**config.mk**
```make
export PLATFORM = sky130hd
export DESIGN_NAME = hardware_watchdog_timer
export DESIGN_NICKNAME = d
export VERILOG_FILES = /design/src/wdog_pkg.sv /design/src/wdog_tick_gen.sv /design/src/hardware_watchdog_timer.sv
export SDC_FILE = /design/constraint.sdc
export NUM_CORES = 1
export LEC_CHECK = 0
export ABC_AREA = 1
export BUFFER_PORTS_ARGS = -buffer_cell sky130_fd_sc_hd__buf_4
export CORE_MARGIN = 2
export CORE_UTILIZATION = 50
export CTS_BUF_LIST = sky130_fd_sc_hd__clkbuf_16
export CTS_CLUSTER_DIAMETER = 80
export DETAILED_ROUTE_END_ITERATION = 8
export HOLD_SLACK_MARGIN = 0.03
export PLACE_DENSITY_LB_ADDON = 0.25
export SETUP_SLACK_MARGIN = 0.2
export SLEW_MARGIN = 20
export SYNTH_ARGS = -nofsm -noshare
export SYNTH_HDL_FRONTEND = slang
export SYNTH_HIERARCHICAL = 1
export SYNTH_SLANG_ARGS = --single-unit
```
**constraint.sdc**
```tcl
create_clock -name i_clk_sys -period 3.35 [get_ports i_clk_sys]
set_clock_uncertainty 0.2 [all_clocks]
set_input_delay 0 -clock i_clk_sys [delete_from_list [all_inputs] [get_ports i_clk_sys]]
set_output_delay 0 -clock i_clk_sys [all_outputs]
set_load 0.05 [all_outputs]
```
**src/wdog_pkg.sv**
```systemverilog
package wdog_pkg;

	// ************************************************************
	// register map and field layout
	// ************************************************************
	localparam logic [7:0] SERVICE_KEY_ADDR   = 8'hA6;  // write-only service register
	localparam logic [7:0] PRESCALE_SEL_ADDR  = 8'hA7;  // prescale select register
	localparam logic [7:0] KEY_FIRST          = 8'h1E;
	localparam logic [7:0] KEY_SECOND         = 8'hE1;
	localparam int         PRESCALE_SEL_LSB   = 0;
	localparam int         PRESCALE_SEL_W     = 3;
	localparam logic [2:0] PRESCALE_SEL_RESET = 3'h0;
	localparam int         DOUBLE_SPEED_POS   = 0;      // bit 0 of the clock control byte

	// ************************************************************
	// timing constants
	// ************************************************************
	localparam int         WDOG_COUNT_W       = 14;
	localparam logic [13:0] WDOG_COUNT_MAX    = 14'h3FFF; // 16383
	localparam int         PRESCALE_STAGES    = 7;        // extra 2^7 stage
	localparam int         MC_PERIODS_STD     = 12;
	localparam int         MC_PERIODS_X2      = 6;
	localparam int         RESET_PULSE_PERIODS = 96;

	// ************************************************************
	// carriers and states
	// ************************************************************
	typedef struct packed {
		logic       wr;
		logic [7:0] addr;
		logic [7:0] data;
	} sfr_wr_s;

	typedef enum logic [2:0] {
		KEY_IDLE  = 3'b001,
		KEY_HALF  = 3'b010,
		KEY_DONE  = 3'b100
	} key_state_e;

endpackage : wdog_pkg

```
**src/wdog_tick_gen.sv**
```systemverilog
`timescale 1ns/1ps
// machine cycle strobe: one pulse every 12 or 6 oscillator periods
module wdog_tick_gen (
	// clock and reset
	input  wire logic i_clk_sys,
	input  wire logic i_reset_n,
	// control
	input  wire logic i_double_speed,
	// strobe
	output logic      o_tick
);
	import wdog_pkg::*;

	logic [3:0] div_r;
	logic [3:0] div_nxt;
	logic       tick_r;
	logic       tick_nxt;
	logic [3:0] last;

	// divider wraps at the period for the current speed
	always_comb begin
		last     = i_double_speed ? 4'(MC_PERIODS_X2 - 1) : 4'(MC_PERIODS_STD - 1);
		tick_nxt = (div_r >= last);
		div_nxt  = tick_nxt ? 4'h0 : div_r + 4'h1;
	end

	always_ff @(posedge i_clk_sys or negedge i_reset_n) begin
		if (!i_reset_n) begin
			div_r  <= 4'h0;
			tick_r <= 1'b0;
		end else begin
			div_r  <= div_nxt;
			tick_r <= tick_nxt;
		end
	end

	assign o_tick = tick_r;

endmodule : wdog_tick_gen

```
**src/hardware_watchdog_timer.sv**
```systemverilog
`timescale 1ns/1ps
// Contract
// watchdog disabled after any reset
// writing 1E then E1 arms watchdog
// counter advances once per machine cycle
// only reset disables an armed watchdog; here an overflow also clears the enable
// 14-bit counter overflows at 16383, resets
// key sequence restarts count from zero
// software services within 16383 machine cycles
// service register write-only, counter hidden
// overflow drives 96-period high reset pulse
// extra 2^7 prescaler stage before counter
// machine cycle 12 periods, 6 doubled
// broken key sequence is abandoned
// prescaler depth chosen by select field
module hardware_watchdog_timer #(
	parameter int CNT_W     = wdog_pkg::WDOG_COUNT_W,        // watchdog count width
	parameter int PRE_W     = wdog_pkg::PRESCALE_STAGES,     // extra prescale stages
	parameter int PULSE_LEN = wdog_pkg::RESET_PULSE_PERIODS  // reset pulse length in clocks
) (
	// clock and reset
	input  wire logic            i_clk_sys,
	input  wire logic            i_reset_n,
	// special function register write port
	input  wire wdog_pkg::sfr_wr_s i_sfr,
	// clock speed control
	input  wire logic            i_double_speed_bit,
	// status and reset pin
	output logic                 o_enabled,
	output logic [2:0]           o_prescale_sel,
	output logic                 o_rst_pin
);
	import wdog_pkg::*;

	// ************************************************************
	// derived sizes and elaboration checks
	// ************************************************************
	localparam int PULSE_W = $clog2(PULSE_LEN);

	// the three-bit select reaches seven stages, so fewer would leave codes dangling
	if (PRE_W < (2 ** PRESCALE_SEL_W) - 1 || PRE_W > 16) begin : g_bad_pre_w
		$error("prescale depth out of range");
	end
	// a very narrow counter would time out before software could ever service it
	if (CNT_W < 2 || CNT_W > 31) begin : g_bad_cnt_w
		$error("counter width out of range");
	end
	// the pulse must be long enough to count down and short enough for its counter
	if (PULSE_LEN < 2 || PULSE_LEN > 256) begin : g_bad_pulse_len
		$error("reset pulse length out of range");
	end

	// ************************************************************
	// state
	// ************************************************************
	key_state_e                 key_r,     key_nxt;
	logic                       en_r,      en_nxt;
	logic [CNT_W-1:0]           cnt_r,     cnt_nxt;
	logic [PRE_W-1:0]           pre_r,     pre_nxt;
	logic [2:0]                 sel_r,     sel_nxt;
	logic [PULSE_W-1:0]         pulse_r,   pulse_nxt;
	logic                       rst_r,     rst_nxt;
	logic                       tick;
	logic                       key_wr;
	logic                       sel_wr;
	logic                       key_done;
	logic                       pre_done;
	logic                       ovf;

	// machine cycle strobe follows the speed setting
	wdog_tick_gen u_tick (
		.i_clk_sys      (i_clk_sys),
		.i_reset_n      (i_reset_n),
		.i_double_speed (i_double_speed_bit),
		.o_tick         (tick)
	);

	// ************************************************************
	// decode and prescale helpers
	// ************************************************************
	// one write strobe serves both registers, so the match lives in one place
	function automatic logic sfr_hit(input sfr_wr_s w, input logic [7:0] a);
		return w.wr && (w.addr == a);
	endfunction : sfr_hit

	// prescale mask: depth sel gives 2^sel machine cycles per count
	function automatic logic pre_wrap(input logic [PRE_W-1:0] p, input logic [2:0] s);
		logic [PRE_W-1:0] m;
		m = PRE_W'((32'h1 << s) - 32'h1);
		return ((p & m) == m);
	endfunction : pre_wrap

	// ************************************************************
	// register writes
	// ************************************************************
	// the service register has no read path at all; counter stays internal
	assign key_wr = sfr_hit(i_sfr, SERVICE_KEY_ADDR);
	assign sel_wr = sfr_hit(i_sfr, PRESCALE_SEL_ADDR);

	// prescale select is a three-bit field in the next location, shown to the core
	always_comb begin
		sel_nxt = sel_r;
		if (sel_wr) begin
			sel_nxt = i_sfr.data[PRESCALE_SEL_LSB +: PRESCALE_SEL_W];
		end
	end

	always_ff @(posedge i_clk_sys or negedge i_reset_n) begin
		if (!i_reset_n) begin
			sel_r <= PRESCALE_SEL_RESET;
		end else begin
			sel_r <= sel_nxt;
		end
	end

	// ************************************************************
	// key sequence tracker
	// ************************************************************
	// second value must directly follow the first; a repeated first value
	// keeps the half state so a stuttering service routine still lands
	always_comb begin
		key_nxt = key_r;
		case (key_r)
			KEY_IDLE: begin
				if (key_wr && i_sfr.data == KEY_FIRST) begin
					key_nxt = KEY_HALF;
				end
			end
			KEY_HALF: begin
				if (key_wr) begin
					if (i_sfr.data == KEY_SECOND) begin
						key_nxt = KEY_DONE;
					end else if (i_sfr.data != KEY_FIRST) begin
						key_nxt = KEY_IDLE;
					end
				end
			end
			KEY_DONE: begin
				key_nxt = KEY_IDLE;
				if (key_wr && i_sfr.data == KEY_FIRST) begin
					key_nxt = KEY_HALF;
				end
			end
			default: begin
				key_nxt = KEY_IDLE;
			end
		endcase
		// an overflow drops any sequence in progress
		if (ovf) begin
			key_nxt = KEY_IDLE;
		end
	end

	always_ff @(posedge i_clk_sys or negedge i_reset_n) begin
		if (!i_reset_n) begin
			key_r <= KEY_IDLE;
		end else begin
			key_r <= key_nxt;
		end
	end

	// ************************************************************
	// enable, prescaler and counter
	// ************************************************************
	assign key_done = (key_r == KEY_DONE);

	// a finished key sequence both arms and services; only overflow or reset
	// ever clears the enable, so no register write can switch it off
	always_comb begin
		en_nxt   = en_r;
		cnt_nxt  = cnt_r;
		pre_nxt  = pre_r;
		pre_done = 1'b0;
		ovf      = 1'b0;
		if (key_done) begin
			en_nxt  = 1'b1;
			cnt_nxt = '0;
			pre_nxt = '0;
		end else if (en_r && tick) begin
			pre_done = pre_wrap(pre_r, sel_r);
			pre_nxt  = pre_done ? '0 : pre_r + PRE_W'(1'h1);
			if (pre_done) begin
				if (cnt_r == {CNT_W{1'b1}}) begin
					ovf = 1'b1;
				end else begin
					cnt_nxt = cnt_r + CNT_W'(1'h1);
				end
			end
		end
		// overflow resets the device: the watchdog drops back to disabled
		if (ovf) begin
			en_nxt  = 1'b0;
			cnt_nxt = '0;
			pre_nxt = '0;
		end
	end

	always_ff @(posedge i_clk_sys or negedge i_reset_n) begin
		if (!i_reset_n) begin
			en_r  <= 1'b0;
			cnt_r <= '0;
			pre_r <= '0;
		end else begin
			en_r  <= en_nxt;
			cnt_r <= cnt_nxt;
			pre_r <= pre_nxt;
		end
	end

	// ************************************************************
	// reset pulse on the pin
	// ************************************************************
	// the pulse counts down from its length minus one to zero; a fresh overflow reloads it
	always_comb begin
		rst_nxt   = rst_r;
		pulse_nxt = pulse_r;
		if (ovf) begin
			rst_nxt   = 1'b1;
			pulse_nxt = PULSE_W'(PULSE_LEN - 1);
		end else if (rst_r) begin
			if (pulse_r == '0) begin
				rst_nxt = 1'b0;
			end else begin
				pulse_nxt = pulse_r - PULSE_W'(1'h1);
			end
		end
	end

	always_ff @(posedge i_clk_sys or negedge i_reset_n) begin
		if (!i_reset_n) begin
			pulse_r <= '0;
			rst_r   <= 1'b0;
		end else begin
			pulse_r <= pulse_nxt;
			rst_r   <= rst_nxt;
		end
	end

	// ************************************************************
	// outputs
	// ************************************************************
	// every output is a plain register, so the pin never glitches
	assign o_enabled      = en_r;
	assign o_prescale_sel = sel_r;
	assign o_rst_pin      = rst_r;

endmodule : hardware_watchdog_timer

```
==> results of run 1 <==
-- through the flow --
step / total power [uW] / util / cell area, um^2 / hold WS [ns]
2_1_floorplan: 960.8 / - / 2599 / -0.4956
3_5_place_dp: 1069 / 0.5599 / 2841 / -0.1903
5_1_grt: 1647 / 0.6149 / 3120 / 0.09407
3_3_place_gp: 1050 / 0.5599 / 2841 / -0.1920
4_1_cts: 1542 / 0.6149 / 3120 / 0.05565
6_report: 1529 / 0.6149 / 3120 / 0.03144
-- sequential cells by signal, indices dropped and copies added (netlist names) --
| signal | flops |
|---|---|
| cnt_r | 14 |
| key_r | 3 |
| o_enabled | 1 |
| o_prescale_sel | 3 |
| o_rst_pin | 1 |
| pre_r | 7 |
| pulse_r | 7 |
| u_tick/div_r | 4 |
| u_tick/o_tick | 1 |
-- power breakdown --
part	switching [uW]	internal (uW)
Sequential	73.0	562
Combinational	288	153
Clock	183	270
Total	544	985
-- how the worst min path moves through the flow --
stage                   start           endpoint  cells after the start
floorplan           i_reset_n           cnt_r[0]                      0
CTS                 i_reset_n           cnt_r[8]                      2
global route        i_reset_n           pre_r[2]                      2
detailed placement  i_reset_n  o_prescale_sel[0]                      1
finish              i_reset_n  o_prescale_sel[0]                      2
global placement    i_reset_n  o_prescale_sel[0]                      1
-- layout by cell type, fill, tap and decap left out, types with 2 or more instances in the layout --
| cell | Yosys | routed |
|---|---|---|
| nand3_2 | 3 | 3 |
| buf_4 | 0 | 25 |
| nor3_1 | 6 | 6 |
| ha_1 | 8 | 8 |
| nand3_1 | 30 | 30 |
| and2_1 | 2 | 2 |
| a21oi_1 | 4 | 4 |
| o21ai_0 | 7 | 7 |
| dfrtp_1 | 40 | 40 |
| o22ai_1 | 5 | 5 |
| xor2_1 | 10 | 10 |
| dlygate4sd3_1 | 0 | 14 |
| nand4_1 | 18 | 18 |
| nand2_1 | 107 | 107 |
| xnor2_1 | 4 | 4 |
| clkinv_2 | 1 | 3 |
| inv_1 | 48 | 49 |
| nor2_2 | 3 | 3 |
| nor2_1 | 36 | 36 |
| o21bai_1 | 2 | 2 |
| nand2_2 | 5 | 5 |
| clkbuf_16 | 0 | 5 |
-- cell type report --
class	instances	area [um^2]	share of cell area
multi-input combinational	260	1350	0.4326
inverter	50	188.9	0.06055
sequential	41	1027	0.3292
clock inverter	3	13.76	0.004411
clock buffer	5	125.1	0.04010
timing repair buffer	39	327.8	0.1051
tap	70	87.58	0.02807
-- cell families after synthesis --
| logic type | Yosys count | share of synthesized area |
|---|---|---|
| and+or+nand+nor | 216 | 0.3823 |
| muxes | 1 | 0.004333 |
| AOI/OAI and AO/OA | 21 | 0.04718 |
| adders and majority gates | 8 | 0.03852 |
| DFF | 41 | 0.3953 |
| xor gates and xnor gates | 14 | 0.04718 |
| buffers and inverters | 54 | 0.08521 |
-- routing by layer --
metal	global-route usage	vias up	wire length [um]
met5	0	-	0
met3	0.03673	9	140
met1	0.2646	1062	2527
met4	0.06545	0	89
li1	-	1224	-
met2	0.3750	29	2776
-- what timing repair did --
action                    in CTS  in global routing
gates resized for setup        0                  0
hold endpoints to repair      51                  0
hold buffers                  14                  0
==> run summary, run 1 <==
status -> finished clean
DRT antenna net count -> 0
Buffers on Ports -> 24
unrepaired setup endpoints after global routing -> no
Placed Cells -> 446
overflow left after global routing -> 0
Core Area -> 5075 um^2
CP peak stage delay -> 0.57 ns
Synth Register Bits -> 41
dpl ws -> 1.383 ns
CP Depth -> 6
CTS buffer count -> 5
Cell Count, Final, Fillers Out -> 468
RD Place Congestion -> 0.8759
R2R Setup Slk -> 1.39 ns
Post-Syn Instances -> 355
Vias/cell -> 4.966
initial antenna violation count -> 0
final wirelength -> 5.533 mm
WP buf/inv -> 1
P_leak -> 0.001645 uW
relative slew slack -> 0.6528
Layout Nets -> 425
die width -> 76.10 um
TNS Setup -> 0 ns
worst-path fanout max -> 11
# rows -> 26
Clock Sinks -> 41
Residual DRC -> 0
CP Capture Type -> flop
vias in the first global route -> 2309
synthesized area -> 2599 um^2
Final Cycle Share -> 0.5850
Reg2Reg Capture Point -> key_r[2]
worst skew pair latency -> 0.28 ns
largest net degree at the start of global routing -> 42
CP Launch Point -> key_r[0]
CTS Buffer Depth -> 2
die area -> 5790 um^2
final setup vio count -> 0
Clk Tree Root Cell -> clkbuf_16
sequential area share after synthesis -> 0.3953
number of flops mapped to enable cells by yosys -> 0
detailed placement HPWL -> 4.011 mm
CP startpoint kind -> flop
Die Ht -> 76.10 um
n_diodes -> 0
# fillers -> 483
Slowest cell on crit path -> dfstp_2
Vias -> 2324
share of the synthesized area in the top cell type -> 0.3852
Synth area leader -> dfrtp_1
max-cap violation count -> 0
pin slew with the least headroom to its limit -> 0.5191 ns
Mapped Nets -> 383
CTS clock-pin slew for the worst setup and hold paths -> 0.06 ns
WP data arrival -> 1.93 ns
DRT iter0 DRCs -> 144
library cells used by synthesis -> 33
P&R area growth vs syn -> 20.08%
Max IR drop VDD -> 0.0003199 V
P per Cell Area -> 490.1 nW/um^2
largest cells by area after synthesis -> dfrtp_1, nand2_1, inv_1, nand3_1, nor2_1
DR WL/cell -> 11.82 um
DRT Pass-1 Iters -> 4
fin crit period -> 1.960 ns
Crit Path Class -> reg2reg
CTS H-tree lvls -> 2
ys flop type -> dfrtp_1
Slew Viols, Final -> 0
first-pass GRT wire length -> 10.07 mm
worst r2r path cells -> 6
Ports -> 25
Yosys warning count -> 6
Achievable Freq -> 510.3 MHz
final setup margin -> 1.390 ns
commonest cells in the synthesized netlist -> nand2_1, inv_1, dfrtp_1
total track usage -> 0.2118
Reg-to-Reg Start -> key_r[0]
Cell Chain, Critical Path -> nor2_1 -> nand2_1 -> buf_4 -> nand4_2 -> nand2_1 -> nor2_1
data required time of the critical path -> 3.32 ns
Critical Path Sink -> key_r[2]
Syn Area/Cell -> 7.320 um^2
Post-CTS Setup Repair Bufs -> 0
TritonCTS clock tree -> yes
Top delay family on crit path -> simple AND/OR/NAND/NOR gates
layout cells sized above 1 -> 0.1307
Post-synth ARST share -> 1.000
top-count cell post-synth -> nand2_1
Starting Density -> 0.5121
Final Hold Fails -> 0
worst hold-check path type -> in2async
Note: power is estimated with default switching activity, not from simulation.
==> run 2: changes to the inputs <==
Settings changed: ABC_AREA 1 to 0.
Clock period 3.35 ns to 1.9 ns, I/O delays scaled along.
==> run summary, run 2 <==
worst hold-check path type -> in2reg
Regs by FF count -> cnt_r (14), pre_r (7), pulse_r (7)
number of flops mapped to enable cells by yosys -> 0
Buffers on Ports -> 24
met3 usage -> 0.04558
Synth Register Bits -> 41
RD Place Congestion -> 0.9338
Max IR drop VDD -> 0.0007805 V
dpl ws -> -0.05827 ns
largest net degree at the start of global routing -> 42
grt met1 use -> 0.2966
clock network fraction of total power -> 0.429
final wirelength -> 6.160 mm
TritonCTS clock tree -> yes
DRT iter0 DRCs -> 107
overflow left after global routing -> 0
CTS buffer count -> 5
Cell Chain, Critical Path -> o21ba_1 -> o21ai_2 -> and3b_2 -> buf_4 -> nand2_4 -> buf_4 -> nor2_1 -> o221a_1
total track usage -> 0.2328
most used cell, CP -> buf_4
CTS Buffer Depth -> 2
Vias/cell -> 5.662
WP buf/inv -> 2
Cell Count, Final, Fillers Out -> 370
Placed Cells -> 338
final setup margin -> -0.1670 ns
fin crit period -> 2.067 ns
synthesized area -> 2238 um^2
initial antenna violation count -> 0
CTS clock-pin slew for the worst setup and hold paths -> 0.06 ns
vias in the first global route -> 2109
first-pass GRT wire length -> 9.370 mm
top-count cell post-synth -> dfrtp_1
ys flop type -> dfrtp_1
DR WL/cell -> 16.65 um
detailed placement HPWL -> 3.487 mm
sw frac -> 0.2422
largest cells by area after synthesis -> dfrtp_1, nand2_1, ha_1, nor2_1, xor2_1
Final Cycle Share -> 1.088
final setup vio count -> 23
WP data arrival -> 2.08 ns
Post-Syn Instances -> 236
pin slew with the least headroom to its limit -> 0.5271 ns
CP peak stage delay -> 0.42 ns
sequential share of power -> 0.441
Pint -> 1681 uW
Final Hold Fails -> 0
Crit Path Class -> reg2reg
Residual DRC -> 0
Achievable Freq -> 483.8 MHz
P per Cell Area -> 671.1 nW/um^2
violated checks -> negative setup slack
Slowest cell on crit path -> dfrtp_2
Ports -> 25
Layout Nets -> 345
sequential area share after synthesis -> 0.4589
die area -> 5028 um^2
Synth area leader -> dfrtp_1
CTS H-tree lvls -> 2
Net Sw Power -> 537.3 uW
max FFs per register -> 14
Top delay family on crit path -> compound AO/OA/AOI/OAI gates
max-cap violation count -> 0
# fillers -> 277
CP startpoint kind -> flop
P&R area growth vs syn -> 47.68%
Combinational Power Share -> 0.130
layout cells sized above 1 -> 0.4057
worst-path fanout max -> 7
n_diodes -> 0
unrepaired setup endpoints after global routing -> yes
fin util -> 0.7645
Mapped Nets -> 264
commonest cells in the synthesized netlist -> dfrtp_1, nand2_1, nor2_1
Yosys warning count -> 6
Slew Viols, Final -> 0
Hold WS -> 0.03231 ns
Starting Density -> 0.5177
P_leak -> 0.001518 uW
worst skew pair latency -> 0.28 ns
most frequent cells in the layout -> buf_4, dfrtp_1, nand2_1
library cells used by synthesis -> 54
global routing usage on met2 -> 0.4008
Post-synth ARST share -> 1.000
Die Ht -> 70.91 um
Clock Sinks -> 41
commonest non-fill, non-tap cell in the layout -> buf_4
DRT Pass-1 Iters -> 4
share of the synthesized area in the top cell type -> 0.4472
data required time of the critical path -> 1.92 ns
Vias -> 2095
CP Capture Type -> flop
Largest Register -> cnt_r
DRT antenna net count -> 0
# rows -> 24
Core Area -> 4324 um^2
relative slew slack -> 0.6486
die width -> 70.91 um
TNS Setup -> -2.052 ns
Syn Area/Cell -> 9.485 um^2
Top Usage Layer GRT -> met2
status -> complete, but fails checks
Clk Tree Root Cell -> clkbuf_16
[run 2: cell types whose count changed in the layout (fill, tap and decap cells not counted), moves of 5 or more]
cell     delta
nand3_1    -23
o22ai_1     -5
nor2_1     -13
nand2_1    -81
nand4_1     -9
inv_1      -41
buf_6       +5
buf_4      +38
o21ai_0     -5
[run 2: power by group through the flow]
| stage | clock [uW] | sequential, uW | combinational (uW) |
|---|---|---|---|
| 6_report | 951 | 979 | 289 |
| 5_1_grt | 1000 | 985 | 330 |
| 4_1_cts | 963 | 978 | 277 |
| 3_5_place_dp | 0 | 994 | 258 |
| 3_3_place_gp | 0 | 990 | 245 |
| 2_1_floorplan | 0 | 994 | 156 |
[run 2: through the flow]
step / power (uW) / cell area [um^2]
2_1_floorplan: 1150 / 2268
3_3_place_gp: 1235 / 2714
3_5_place_dp: 1251 / 2714
4_1_cts: 2218 / 3108
5_1_grt: 2319 / 3306
6_report: 2219 / 3306
[run 2: area by class of cell]
cell class	instances	area, um^2	share of cell area
flip-flops and latches	41	1032	0.3123
well taps	52	65.06	0.01968
clock inverters	3	38.79	0.01173
inverters	9	33.78	0.01022
clock buffers	5	125.1	0.03785
repair buffers	79	639.4	0.1934
multi-input cells	181	1371	0.4148
[run 2: cells by family after synthesis]
logic type      share of synthesized area
mux                               0.01509
flops                              0.4589
buf+inv                           0.02962
xor+xnor                          0.05869
fa+ha+maj                         0.04472
compound gates                     0.1308
simple gates                       0.2622
[run 2: worst paths after layout]
check | slack [ns] | startpoint | cells past startpoint | end
max | -0.17 | o_prescale_sel[0] | 8 | cnt_r[3]
min reg2reg | 0.31 | u_tick/div_r[0] | 1 | u_tick/div_r[0]
min | 0.03 | i_sfr[6] | 4 | key_r[2]
min in group asynchronous | 0.04 | i_reset_n | 2 | pre_r[6]
max reg2reg | -0.17 | o_prescale_sel[0] | 8 | cnt_r[3]
max in group asynchronous | 1.07 | i_reset_n | 2 | o_rst_pin
[run 2: repair_timing]
item | CTS | global route
endpoints found under the setup margin | 32 | 34
setup buffers | 5 | 6
endpoints found under the hold margin | 52 | 4
pin swaps | 11 | 8
gates resized for setup | 24 | 32
cloned | 0 | 2
hold buffers | 11 | 1
[run 2: worst reg2reg max path: stages, from the launching register on]
cell	delay, ns
dfrtp_2	0.42
o21ba_1	0.19
o21ai_2	0.18
and3b_2	0.27
buf_4	0.14
nand2_4	0.06
buf_4	0.17
nor2_1	0.15
o221a_1	0.21
[run 2: layer usage]
| layer | vias up | wire, um |
|---|---|---|
| met3 | 16 | 327 |
| li1 | 1006 | - |
| met2 | 68 | 3156 |
| met5 | - | 0 |
| met4 | 0 | 182 |
| met1 | 1005 | 2494 |
